--- src/core/cof_pkg.sv ---
// package: register map, fields, encodings and timing of the close-onto-fault guard
package cof_pkg;
  // register byte offsets (wishbone, 32-bit words)
  localparam logic [7:0] OFS_CTRL      = 8'h00;
  localparam logic [7:0] OFS_REL_GRP0  = 8'h04;
  localparam logic [7:0] OFS_REL_GRP1  = 8'h08;
  localparam logic [7:0] OFS_STATUS    = 8'h0c;
  localparam logic [7:0] OFS_TREM      = 8'h10;
  localparam logic [7:0] OFS_ELAPSED   = 8'h14;
  localparam logic [7:0] OFS_IRQ_STAT  = 8'h18;
  localparam logic [7:0] OFS_IRQ_EN    = 8'h1c;
  localparam logic [7:0] OFS_IRQ_CLR   = 8'h20;
  localparam logic [7:0] OFS_CNT_INIT  = 8'h24;
  localparam logic [7:0] OFS_CNT_BLK   = 8'h28;
  localparam logic [7:0] OFS_CNT_ACT   = 8'h2c;
  localparam logic [7:0] OFS_CNT_TRIP  = 8'h30;
  localparam logic [7:0] OFS_TIME_MS   = 8'h34;
  localparam logic [7:0] OFS_LOG_SEL   = 8'h38;
  localparam logic [7:0] OFS_LOG_TIME  = 8'h3c;
  localparam logic [7:0] OFS_LOG_INFO  = 8'h40;
  localparam logic [7:0] OFS_LOG_TREM  = 8'h44;
  localparam logic [7:0] OFS_LOG_ELAP  = 8'h48;
  localparam logic [7:0] OFS_LOG_CNT   = 8'h4c;
  // control register fields
  localparam int CTRL_FORCE_EN  = 0;
  localparam int CTRL_FORCE_LSB = 1;
  localparam int CTRL_GRP_SEL   = 3;
  localparam int CTRL_EV_ON     = 4;
  localparam int CTRL_EV_OFF    = 5;
  localparam int CTRL_CNT_RST   = 8;
  localparam logic [31:0] CTRL_RESET = 32'h0000_0030;
  // release time in milliseconds
  localparam int unsigned REL_MAX_MS     = 1800000;
  localparam logic [31:0] REL_DEFAULT_MS = 32'h0000_03e8;
  // clock and millisecond tick
  localparam int unsigned CLK_HZ   = 50000000;
  localparam int unsigned TICK_MS  = 1;
  localparam int unsigned TICK_CYC = CLK_HZ / 1000 * TICK_MS;
  localparam int unsigned LOG_DEPTH = 12;
  // forced status codes
  typedef enum logic [1:0] {
    FORCE_NORMAL, FORCE_BLOCKED, FORCE_ACTIVE, FORCE_TRIP
  } force_t;
  // reported condition codes
  typedef enum logic [2:0] {
    COND_NORMAL, COND_INIT, COND_ACTIVE, COND_TRIP, COND_BLOCKED
  } cond_t;
  // event index: init, blocked, active, trip
  localparam int EV_INIT  = 0;
  localparam int EV_BLK   = 1;
  localparam int EV_ACT   = 2;
  localparam int EV_TRIP  = 3;
  localparam int EV_NUM   = 4;
endpackage

--- src/core/guard_cond_if.sv ---
// interface: condition flags from the guard core to the event block
`timescale 1ns/100ps
interface guard_cond_if;
  logic [3:0]  cond;
  logic [31:0] trem_ms;
  logic [31:0] elapsed_ms;
  logic        grp;
  modport core (output cond, output trem_ms, output elapsed_ms, output grp);
  modport evt  (input cond, input trem_ms, input elapsed_ms, input grp);
endinterface

--- src/core/close_onto_fault_guard.sv ---
// close-onto-fault guard with wishbone registers, events and interrupt
`timescale 1ns/100ps
module close_onto_fault_guard #(
  parameter int unsigned TICK_CYC = cof_pkg::TICK_CYC
) (
  // clock and reset
  input  wire logic        clk_i,
  input  wire logic        rst_i,
  // wishbone slave
  input  wire logic        cyc_i,
  input  wire logic        stb_i,
  input  wire logic        we_i,
  input  wire logic [7:0]  adr_i,
  input  wire logic [3:0]  sel_i,
  input  wire logic [31:0] dat_i,
  output logic [31:0]      dat_o,
  output logic             ack_o,
  // binary signals from the far side
  input  wire logic        guard_arm_input_i,
  input  wire logic        guard_block_input_i,
  input  wire logic        protection_start_input_i,
  input  wire logic        grp_sel_i,
  // guard outputs
  output logic             guard_trip_output_o,
  output logic             guard_active_output_o,
  output logic [3:0]       ev_on_o,
  output logic [3:0]       ev_off_o,
  output logic             irq_o
);
  initial begin
    if (TICK_CYC < 2) $error("tick must be at least two cycles");
  end

  typedef enum logic [1:0] {ST_IDLE, ST_ACTIVE, ST_TRIP} state_t;

  guard_cond_if cif ();

  // synchronisers for external binary inputs
  logic [3:0] in_s1_reg;
  logic [3:0] in_s2_reg;
  logic       arm_prev_reg;
  logic       arm_s, blk_s, fcn_s, grp_s;

  always_ff @(posedge clk_i) begin
    if (rst_i) begin
      in_s1_reg <= 4'h0;
      in_s2_reg <= 4'h0;
    end else begin
      in_s1_reg <= {grp_sel_i, protection_start_input_i,
                    guard_block_input_i, guard_arm_input_i};
      in_s2_reg <= in_s1_reg;
    end
  end
  assign arm_s = in_s2_reg[0];
  assign blk_s = in_s2_reg[1];
  assign fcn_s = in_s2_reg[2];

  // registers
  logic [31:0] ctrl_reg;
  logic [31:0] rel0_reg;
  logic [31:0] rel1_reg;
  logic [31:0] time_ms_reg;
  logic [3:0]  irq_stat_reg;
  logic [3:0]  irq_en_reg;
  logic [3:0]  log_sel_reg;
  logic        wb_wr;
  logic        wb_req;
  logic        force_en;
  logic [1:0]  force_val;
  logic [31:0] rel_ms;
  logic [3:0]  ev_on_w;
  logic [3:0]  ev_off_w;
  logic [127:0] counts;
  logic [31:0] log_time, log_info, log_trem, log_elap;
  logic [3:0]  log_cnt;

  function automatic logic [31:0] merge(input logic [31:0] old_v, input logic [31:0] new_v,
                                        input logic [3:0] be);
    logic [31:0] r;
    r = old_v;
    for (int b = 0; b < 4; b++) if (be[b]) r[b*8 +: 8] = new_v[b*8 +: 8];
    return r;
  endfunction

  function automatic logic [31:0] clamp_rel(input logic [31:0] v);
    return (v > 32'(cof_pkg::REL_MAX_MS)) ? 32'(cof_pkg::REL_MAX_MS) : v;
  endfunction

  assign wb_req = cyc_i && stb_i && !ack_o;
  assign wb_wr  = wb_req && we_i;

  always_ff @(posedge clk_i) begin
    if (rst_i) ack_o <= 1'b0;
    else ack_o <= wb_req;
  end

  // software writes
  always_ff @(posedge clk_i) begin
    if (rst_i) begin
      ctrl_reg    <= cof_pkg::CTRL_RESET;
      rel0_reg    <= cof_pkg::REL_DEFAULT_MS;
      rel1_reg    <= cof_pkg::REL_DEFAULT_MS;
      irq_en_reg  <= 4'h0;
      log_sel_reg <= 4'h0;
    end else begin
      ctrl_reg[cof_pkg::CTRL_CNT_RST] <= 1'b0;
      if (wb_wr) begin
        unique case (adr_i)
          cof_pkg::OFS_CTRL:     ctrl_reg <= merge(ctrl_reg, dat_i, sel_i) & 32'h0000_013f;
          cof_pkg::OFS_REL_GRP0: rel0_reg <= clamp_rel(merge(rel0_reg, dat_i, sel_i));
          cof_pkg::OFS_REL_GRP1: rel1_reg <= clamp_rel(merge(rel1_reg, dat_i, sel_i));
          cof_pkg::OFS_IRQ_EN:   if (sel_i[0]) irq_en_reg <= dat_i[3:0];
          cof_pkg::OFS_LOG_SEL:  if (sel_i[0]) log_sel_reg <= dat_i[3:0];
          default: ;
        endcase
      end
    end
  end

  assign force_en  = ctrl_reg[cof_pkg::CTRL_FORCE_EN];
  assign force_val = ctrl_reg[cof_pkg::CTRL_FORCE_LSB +: 2];
  // group picked by pin or by software, read live every cycle
  assign grp_s  = in_s2_reg[3] | ctrl_reg[cof_pkg::CTRL_GRP_SEL];
  assign rel_ms = grp_s ? rel1_reg : rel0_reg;

  // millisecond tick and time of day counter
  logic [31:0] tick_cnt_reg;
  logic        tick;
  assign tick = (tick_cnt_reg == TICK_CYC - 1);
  always_ff @(posedge clk_i) begin
    if (rst_i) begin
      tick_cnt_reg <= 32'h0;
      time_ms_reg  <= 32'h0;
    end else begin
      tick_cnt_reg <= tick ? 32'h0 : tick_cnt_reg + 32'h1;
      if (wb_wr && adr_i == cof_pkg::OFS_TIME_MS) time_ms_reg <= merge(time_ms_reg, dat_i, sel_i);
      else if (tick) time_ms_reg <= time_ms_reg + 32'h1;
    end
  end

  // guard state machine
  state_t      state_reg;
  logic [31:0] elapsed_reg;
  logic        arm_edge;
  logic        expired;
  assign arm_edge = arm_s && !arm_prev_reg;
  assign expired  = (elapsed_reg >= rel_ms);

  always_ff @(posedge clk_i) begin
    if (rst_i) arm_prev_reg <= 1'b0;
    else arm_prev_reg <= arm_s;
  end

  always_ff @(posedge clk_i) begin
    if (rst_i) begin
      state_reg   <= ST_IDLE;
      elapsed_reg <= 32'h0;
    end else begin
      unique case (state_reg)
        ST_IDLE: begin
          if (arm_edge && !blk_s) begin
            state_reg   <= ST_ACTIVE;
            elapsed_reg <= 32'h0;
          end
        end
        ST_ACTIVE: begin
          if (blk_s) state_reg <= ST_IDLE;
          else if (fcn_s) state_reg <= ST_TRIP;
          else if (expired) state_reg <= ST_IDLE;
          else if (tick) elapsed_reg <= elapsed_reg + 32'h1;
        end
        ST_TRIP: begin
          if (blk_s || !fcn_s) state_reg <= ST_IDLE;
        end
      endcase
    end
  end

  // outputs with forcing; trip is combinational for zero added delay
  logic act_int, trip_int, blk_int;
  always_comb begin
    act_int  = (state_reg == ST_ACTIVE) && !blk_s && !expired;
    trip_int = ((state_reg == ST_ACTIVE) && !blk_s && !expired && fcn_s)
               || (state_reg == ST_TRIP && fcn_s && !blk_s);
    blk_int  = blk_s;
    if (force_en) begin
      unique case (force_val)
        cof_pkg::FORCE_NORMAL:  begin act_int = 1'b0; trip_int = 1'b0; blk_int = 1'b0; end
        cof_pkg::FORCE_BLOCKED: begin act_int = 1'b0; trip_int = 1'b0; blk_int = 1'b1; end
        cof_pkg::FORCE_ACTIVE:  begin act_int = 1'b1; trip_int = 1'b0; blk_int = 1'b0; end
        cof_pkg::FORCE_TRIP:    begin act_int = 1'b1; trip_int = 1'b1; blk_int = 1'b0; end
      endcase
    end
  end
  assign guard_active_output_o = act_int;
  assign guard_trip_output_o   = trip_int;

  // condition flags: init = arm input held high while not blocked
  assign cif.cond       = {trip_int, act_int, blk_int, arm_s && !blk_int};
  assign cif.trem_ms    = (state_reg == ST_ACTIVE && !expired) ? rel_ms - elapsed_reg : 32'h0;
  assign cif.elapsed_ms = elapsed_reg;
  assign cif.grp        = grp_s;

  cof_pkg::cond_t cond;
  always_comb begin
    if (trip_int) cond = cof_pkg::COND_TRIP;
    else if (blk_int) cond = cof_pkg::COND_BLOCKED;
    else if (act_int) cond = cof_pkg::COND_ACTIVE;
    else if (cif.cond[cof_pkg::EV_INIT]) cond = cof_pkg::COND_INIT;
    else cond = cof_pkg::COND_NORMAL;
  end

  guard_event_block #(
    .DEPTH(cof_pkg::LOG_DEPTH)
  ) u_evt (
    .clk_i      (clk_i),
    .rst_i      (rst_i),
    .cond_if    (cif),
    .time_ms_i  (time_ms_reg),
    .ev_on_en_i (ctrl_reg[cof_pkg::CTRL_EV_ON]),
    .ev_off_en_i(ctrl_reg[cof_pkg::CTRL_EV_OFF]),
    .cnt_rst_i  (ctrl_reg[cof_pkg::CTRL_CNT_RST]),
    .log_sel_i  (log_sel_reg),
    .ev_on_o    (ev_on_w),
    .ev_off_o   (ev_off_w),
    .counts_o   (counts),
    .log_time_o (log_time),
    .log_info_o (log_info),
    .log_trem_o (log_trem),
    .log_elap_o (log_elap),
    .log_cnt_o  (log_cnt)
  );
  assign ev_on_o  = ev_on_w;
  assign ev_off_o = ev_off_w;

  // sticky interrupt status, set wins over clear
  always_ff @(posedge clk_i) begin
    if (rst_i) irq_stat_reg <= 4'h0;
    else begin
      if (wb_wr && adr_i == cof_pkg::OFS_IRQ_CLR && sel_i[0])
        irq_stat_reg <= (irq_stat_reg & ~dat_i[3:0]) | ev_on_w;
      else irq_stat_reg <= irq_stat_reg | ev_on_w;
    end
  end
  assign irq_o = |(irq_stat_reg & irq_en_reg);

  // read data
  always_ff @(posedge clk_i) begin
    if (rst_i) dat_o <= 32'h0;
    else if (wb_req && !we_i) begin
      unique case (adr_i)
        cof_pkg::OFS_CTRL:     dat_o <= ctrl_reg;
        cof_pkg::OFS_REL_GRP0: dat_o <= rel0_reg;
        cof_pkg::OFS_REL_GRP1: dat_o <= rel1_reg;
        cof_pkg::OFS_STATUS:   dat_o <= {24'h0, state_reg == ST_TRIP, grp_s, 3'h0, cond};
        cof_pkg::OFS_TREM:     dat_o <= cif.trem_ms;
        cof_pkg::OFS_ELAPSED:  dat_o <= elapsed_reg;
        cof_pkg::OFS_IRQ_STAT: dat_o <= {28'h0, irq_stat_reg};
        cof_pkg::OFS_IRQ_EN:   dat_o <= {28'h0, irq_en_reg};
        cof_pkg::OFS_CNT_INIT: dat_o <= counts[31:0];
        cof_pkg::OFS_CNT_BLK:  dat_o <= counts[63:32];
        cof_pkg::OFS_CNT_ACT:  dat_o <= counts[95:64];
        cof_pkg::OFS_CNT_TRIP: dat_o <= counts[127:96];
        cof_pkg::OFS_TIME_MS:  dat_o <= time_ms_reg;
        cof_pkg::OFS_LOG_SEL:  dat_o <= {28'h0, log_sel_reg};
        cof_pkg::OFS_LOG_TIME: dat_o <= log_time;
        cof_pkg::OFS_LOG_INFO: dat_o <= log_info;
        cof_pkg::OFS_LOG_TREM: dat_o <= log_trem;
        cof_pkg::OFS_LOG_ELAP: dat_o <= log_elap;
        cof_pkg::OFS_LOG_CNT:  dat_o <= {28'h0, log_cnt};
        default:               dat_o <= 32'h0;
      endcase
    end
  end
endmodule

--- src/core/guard_event_block.sv ---
// event edges, counters and twelve-entry operation log of the guard
`timescale 1ns/100ps
module guard_event_block #(
  parameter int DEPTH = 12
) (
  // clock and reset
  input  wire logic        clk_i,
  input  wire logic        rst_i,
  // condition flags
  guard_cond_if.evt        cond_if,
  // control
  input  wire logic [31:0] time_ms_i,
  input  wire logic        ev_on_en_i,
  input  wire logic        ev_off_en_i,
  input  wire logic        cnt_rst_i,
  input  wire logic [3:0]  log_sel_i,
  // results
  output logic [3:0]       ev_on_o,
  output logic [3:0]       ev_off_o,
  output logic [127:0]     counts_o,
  output logic [31:0]      log_time_o,
  output logic [31:0]      log_info_o,
  output logic [31:0]      log_trem_o,
  output logic [31:0]      log_elap_o,
  output logic [3:0]       log_cnt_o
);
  initial begin
    if (DEPTH < 1 || DEPTH > 15) $error("log depth must be 1..15");
  end

  logic [3:0]  prev_reg;
  logic [3:0]  rise;
  logic [3:0]  fall;
  logic [31:0] log_time [DEPTH];
  logic [31:0] log_trem [DEPTH];
  logic [31:0] log_elap [DEPTH];
  logic [3:0]  log_info [DEPTH];
  logic [3:0]  wr_ptr_reg;
  logic [3:0]  rd_idx;

  assign rise = cond_if.cond & ~prev_reg;
  assign fall = ~cond_if.cond & prev_reg;

  always_ff @(posedge clk_i) begin
    if (rst_i) prev_reg <= 4'h0;
    else prev_reg <= cond_if.cond;
  end

  // selected direction events, one-cycle pulses
  always_ff @(posedge clk_i) begin
    if (rst_i) begin
      ev_on_o  <= 4'h0;
      ev_off_o <= 4'h0;
    end else begin
      ev_on_o  <= ev_on_en_i ? rise : 4'h0;
      ev_off_o <= ev_off_en_i ? fall : 4'h0;
    end
  end

  // cumulative counters, an event in the reset cycle is still counted
  always_ff @(posedge clk_i) begin
    if (rst_i) counts_o <= '0;
    else begin
      for (int i = 0; i < 4; i++) begin
        if (rise[i]) counts_o[i*32 +: 32] <= (cnt_rst_i ? 32'h0 : counts_o[i*32 +: 32])
                                             + 32'h1;
        else if (cnt_rst_i) counts_o[i*32 +: 32] <= 32'h0;
      end
    end
  end

  // rolling log captured on activation on events
  always_ff @(posedge clk_i) begin
    if (rst_i) begin
      wr_ptr_reg <= 4'h0;
      log_cnt_o  <= 4'h0;
    end else if (rise[cof_pkg::EV_ACT]) begin
      log_time[wr_ptr_reg] <= time_ms_i;
      log_info[wr_ptr_reg] <= {3'(cof_pkg::EV_ACT), cond_if.grp};
      log_trem[wr_ptr_reg] <= cond_if.trem_ms;
      log_elap[wr_ptr_reg] <= cond_if.elapsed_ms;
      wr_ptr_reg <= (wr_ptr_reg == 4'(DEPTH - 1)) ? 4'h0 : wr_ptr_reg + 4'h1;
      if (log_cnt_o != 4'(DEPTH)) log_cnt_o <= log_cnt_o + 4'h1;
    end
  end

  // log_sel 0 is newest record
  always_comb begin
    rd_idx = (wr_ptr_reg > log_sel_i) ? wr_ptr_reg - log_sel_i - 4'h1
                                      : 4'(DEPTH) + wr_ptr_reg - log_sel_i - 4'h1;
    if (log_sel_i >= log_cnt_o) begin
      log_time_o = 32'h0;
      log_info_o = 32'h0;
      log_trem_o = 32'h0;
      log_elap_o = 32'h0;
    end else begin
      log_time_o = log_time[rd_idx];
      log_info_o = {28'h0, log_info[rd_idx]};
      log_trem_o = log_trem[rd_idx];
      log_elap_o = log_elap[rd_idx];
    end
  end
endmodule

--- config.mk ---
export PLATFORM = sky130hd
export DESIGN_NAME = close_onto_fault_guard
export DESIGN_NICKNAME = d
export VERILOG_FILES = /design/src/core/cof_pkg.sv /design/src/core/guard_cond_if.sv /design/src/core/close_onto_fault_guard.sv /design/src/core/guard_event_block.sv
export SDC_FILE = /design/constraint.sdc
export NUM_CORES = 2
export LEC_CHECK = 0
export BUFFER_PORTS_ARGS = -buffer_cell sky130_fd_sc_hd__buf_2
export CAP_MARGIN = 20
export CORE_AREA = 2 2 247 493
export DETAILED_ROUTE_END_ITERATION = 8
export DIE_AREA = 0 0 249 495
export PLACE_DENSITY_LB_ADDON = 0.15
export SLEW_MARGIN = 20
export SYNTH_ARGS = -nofsm -noshare
export SYNTH_HDL_FRONTEND = slang
export SYNTH_SLANG_ARGS = --single-unit
--- constraint.sdc ---
create_clock -name clk_i -period 10.3 [get_ports clk_i]
set_input_delay 2.575 -clock clk_i [delete_from_list [all_inputs] [get_ports clk_i]]
set_output_delay 2.575 -clock clk_i [all_outputs]
set_load 0.01 [all_outputs]
==> results.toml <==
[place]
hpwl_mm = 140.0
portBuffers = 96
gp_congestion = 1.026
dp.cells = 6226

[cts]
worstSkewPairLatency_ns = 0.79
cts-root-buf = "clkbuf_16"
cts_tree = "built"
cts_sinks = 1535
path_clk_slew_ns = 0.06
cts_resized = 0
cts_setup_buffers = 0
htreeDepth = 4
cts_buffers = 135
clockBufferDepth = 3
hold_buffers = 0

[finish]
drive_gt1_share_pct = 14.94
multi_input_comb_area_sq_um = 21800
nFillCells = 9125
nets = 4933
reg_top3 = "u_evt.log_elap x384, u_evt.log_time x384, u_evt.log_trem x384"
seqCellArea_sq_um = 42380
areaGrowthSynthToFinish_pct = 10.63
instances_no_fill = 6480

[floorplan]
start_util_pct = 54.73
die_w_microns = 249
row_count = 180
io_pins = 97
die_area_sq_um = 123300
die_h_microns = 495
coreArea_sq_um = 119600

[yosys]
yosysTopAreaCellShare_pct = 53.40
ys_types = 94
dominantRegCellSynth = "edfxtp_1"
yosys-top-cells-area = "edfxtp_1, dfxtp_1, mux4_2"
synth-edff-count = 1164
syn_inst = 4758
yosysTopAreaCell = "edfxtp_1"
syn-num-nets = 4874
ys.warnings.count = 0
ys_seq_area_share_pct = 64.75
synthArstFlopShare_pct = 0
synth_seq_cells = 1535
synth_area_per_cell_sq_um = 13.76
synth_area_sq_um = 65450

[status]
status = "finished, final reports clean"

[sta]
timing.fmax_mhz = 136.1
setup_tns_ns = 0
finalHoldViolCount = 0
post-route-period-util_pct = 71.31
rsz0062_at_grt = "no"
max_slew_margin_pct = 19.39
report.final.slew_viol_count = 0
setup_violations = 0
finClkSkew_ns = 0.02627
period_minus_slack_ns = 7.345
worst_pin_slew_ns = 1.209

[worst_setup_path]
crit_buf_inv = 3
crit_chain = "nor2_4 > buf_4 > mux2_2 > ha_1 > nand4_1 > or4_4 > o41ai_2 > nor3_1 > o21a_1 > nor2_1 > inv_1 > buf_2"
cp_slowest_cell = "or4_4"
worstPathRequired_ns = 7.73
end_kind = "output pin"
crit_family = "simple AND/OR/NAND/NOR gates"
start_kind = "register"
critPathKind = "register to output pin"
cp_max_fo = 36
slowest_delay_ns = 0.61
critPathArrivalTime_ns = 4.77

[route]
drc_errors = 0
drt-met1-wl_mm = 74.86
drt_pass1_iterations = 7
vias_per_cell = 6.796
drtIter0Drc = 4933
vias = 44040
dr_wl_met3_mm = 17.04
ant_nets = 0
top_layer_used = "met5"
wl_per_cell_microns = 32.91
dr_wl_met2_mm = 100.6
drt-total-wl_mm = 213.2

[power_and_ir_drop]
power.density_nw_per_um2 = 181.3
total_leakage_power_nw = 25.32
ir_drop_v = 0.0001934

[job]
maxCapViolations = 0

[global_routing]
grtUsageTotal_pct = 34.61
grt_overflow_total = 0
grt_max_degree = 108
antenna_found_initial = 9
grt_pass1_wl_mm = 304.4
grt_pass1_vias = 43140

[worst_hold_path]
hp-class = "register to register"
worst register-to-register path, cell delays in order (launching register included):
cell and delay [ns]:
dfxtp_1 0.35, nor2_4 0.10, buf_4 0.40, mux2_2 0.45
ha_1 0.45, nand4_1 0.25, or4_4 0.61, a21oi_4 0.29
o21a_1 0.30, o21ai_1 0.11, buf_4 0.23, or3_1 0.52
nor2_4 0.82, buf_4 0.94
worst paths after layout:
path / start / endpoint / slack (ns) / cells past startpoint
setup / recovery: ctrl_reg[3]$_SDFFE_PP0P_ / guard_active_output_o / 2.95 / 12
hold / removal: in_s1_reg[0]$_SDFF_PP0_ / in_s2_reg[0]$_SDFF_PP0_ / 0.44 / 1
setup reg to reg: ctrl_reg[3]$_SDFFE_PP0P_ / u_evt.log_trem[2][27]$_DFFE_PP_ / 4.04 / 13
hold reg to reg: in_s1_reg[0]$_SDFF_PP0_ / in_s2_reg[0]$_SDFF_PP0_ / 0.44 / 1
kinds of logic (layout without fill, tap and decap cells):
logic type      count (synthesis)  count (layout)  share of synthesized area (%)
fa+ha+maj                      63              63                          1.250
simple gates                 1406            1406                          10.35
xor+xnor                      203             203                          2.716
flops                        1535            1535                          64.75
buf+inv                       367             536                          2.334
compound gates                876             876                          9.813
mux                           308             308                          8.790
other cells                     0               6                              0
placed cells by master, fill, tap and decap left out, types with 51 or more instances in the layout:
master     instances
nor3_1            51
nor2_1           403
a221oi_1         157
dfxtp_1          369
edfxtp_1        1164
a21oi_1          164
and3_1            77
nand3_1          166
nand2_1          338
nand2b_1          52
clkbuf_16        138
mux2i_1           55
xnor2_1          125
buf_4             95
inv_1             90
ha_1              58
mux4_2           209
buf_2             95
nand4_1           75
o21ai_0          129
xor2_1            76
a22oi_1           79
power by group:
part	switching, mW	internal [mW]
combinational	0.747	0.432
sequential	0.0201	6.63
clock	2.36	2.95
total	3.13	10.0
through the flow:
stage	area, sq um	power [mW]	hold WS (ns)	utilization [%]	setup slack (ns)
floorplan	65450	7.576	0.4138	-	2.163
global placement	67720	7.942	0.4172	56.63	3.781
detailed placement	67760	7.955	0.4316	56.66	3.628
CTS	72360	13.17	0.4456	60.50	2.976
global route	72400	13.47	0.4595	60.54	2.779
finish	72410	13.13	0.4404	60.55	2.955
area by class of cell:
| type | count | share of cell area (%) |
|---|---|---|
| multi-input combinational | 2856 | 30.11 |
| clock buffer | 168 | 5.008 |
| timing repair buffer | 198 | 1.851 |
| inverter | 91 | 0.4735 |
| tap | 1547 | 2.673 |
| sequential | 1535 | 58.53 |
| antenna | 6 | 0.02074 |
| clock inverter | 79 | 1.336 |
cell usage after synthesis, drive strengths merged, types with 90 or more instances:
library cell,count
edfxtp,1164
nor2,428
dfxtp,371
nand2,341
mux4,209
clkbuf,172
nand3,166
a21oi,165
a221oi,157
o21ai,136
xnor2,126
buf,104
inv,90
metal layers:
| layer | global-route usage (%) | vias up |
|---|---|---|
| met4 | 28.52 | 2 |
| met5 | 0 | - |
| li1 | - | 18630 |
| met1 | 41.26 | 22280 |
| met3 | 5.747 | 643 |
| met2 | 55.65 | 2481 |
(Power assumes the default switching activity.)
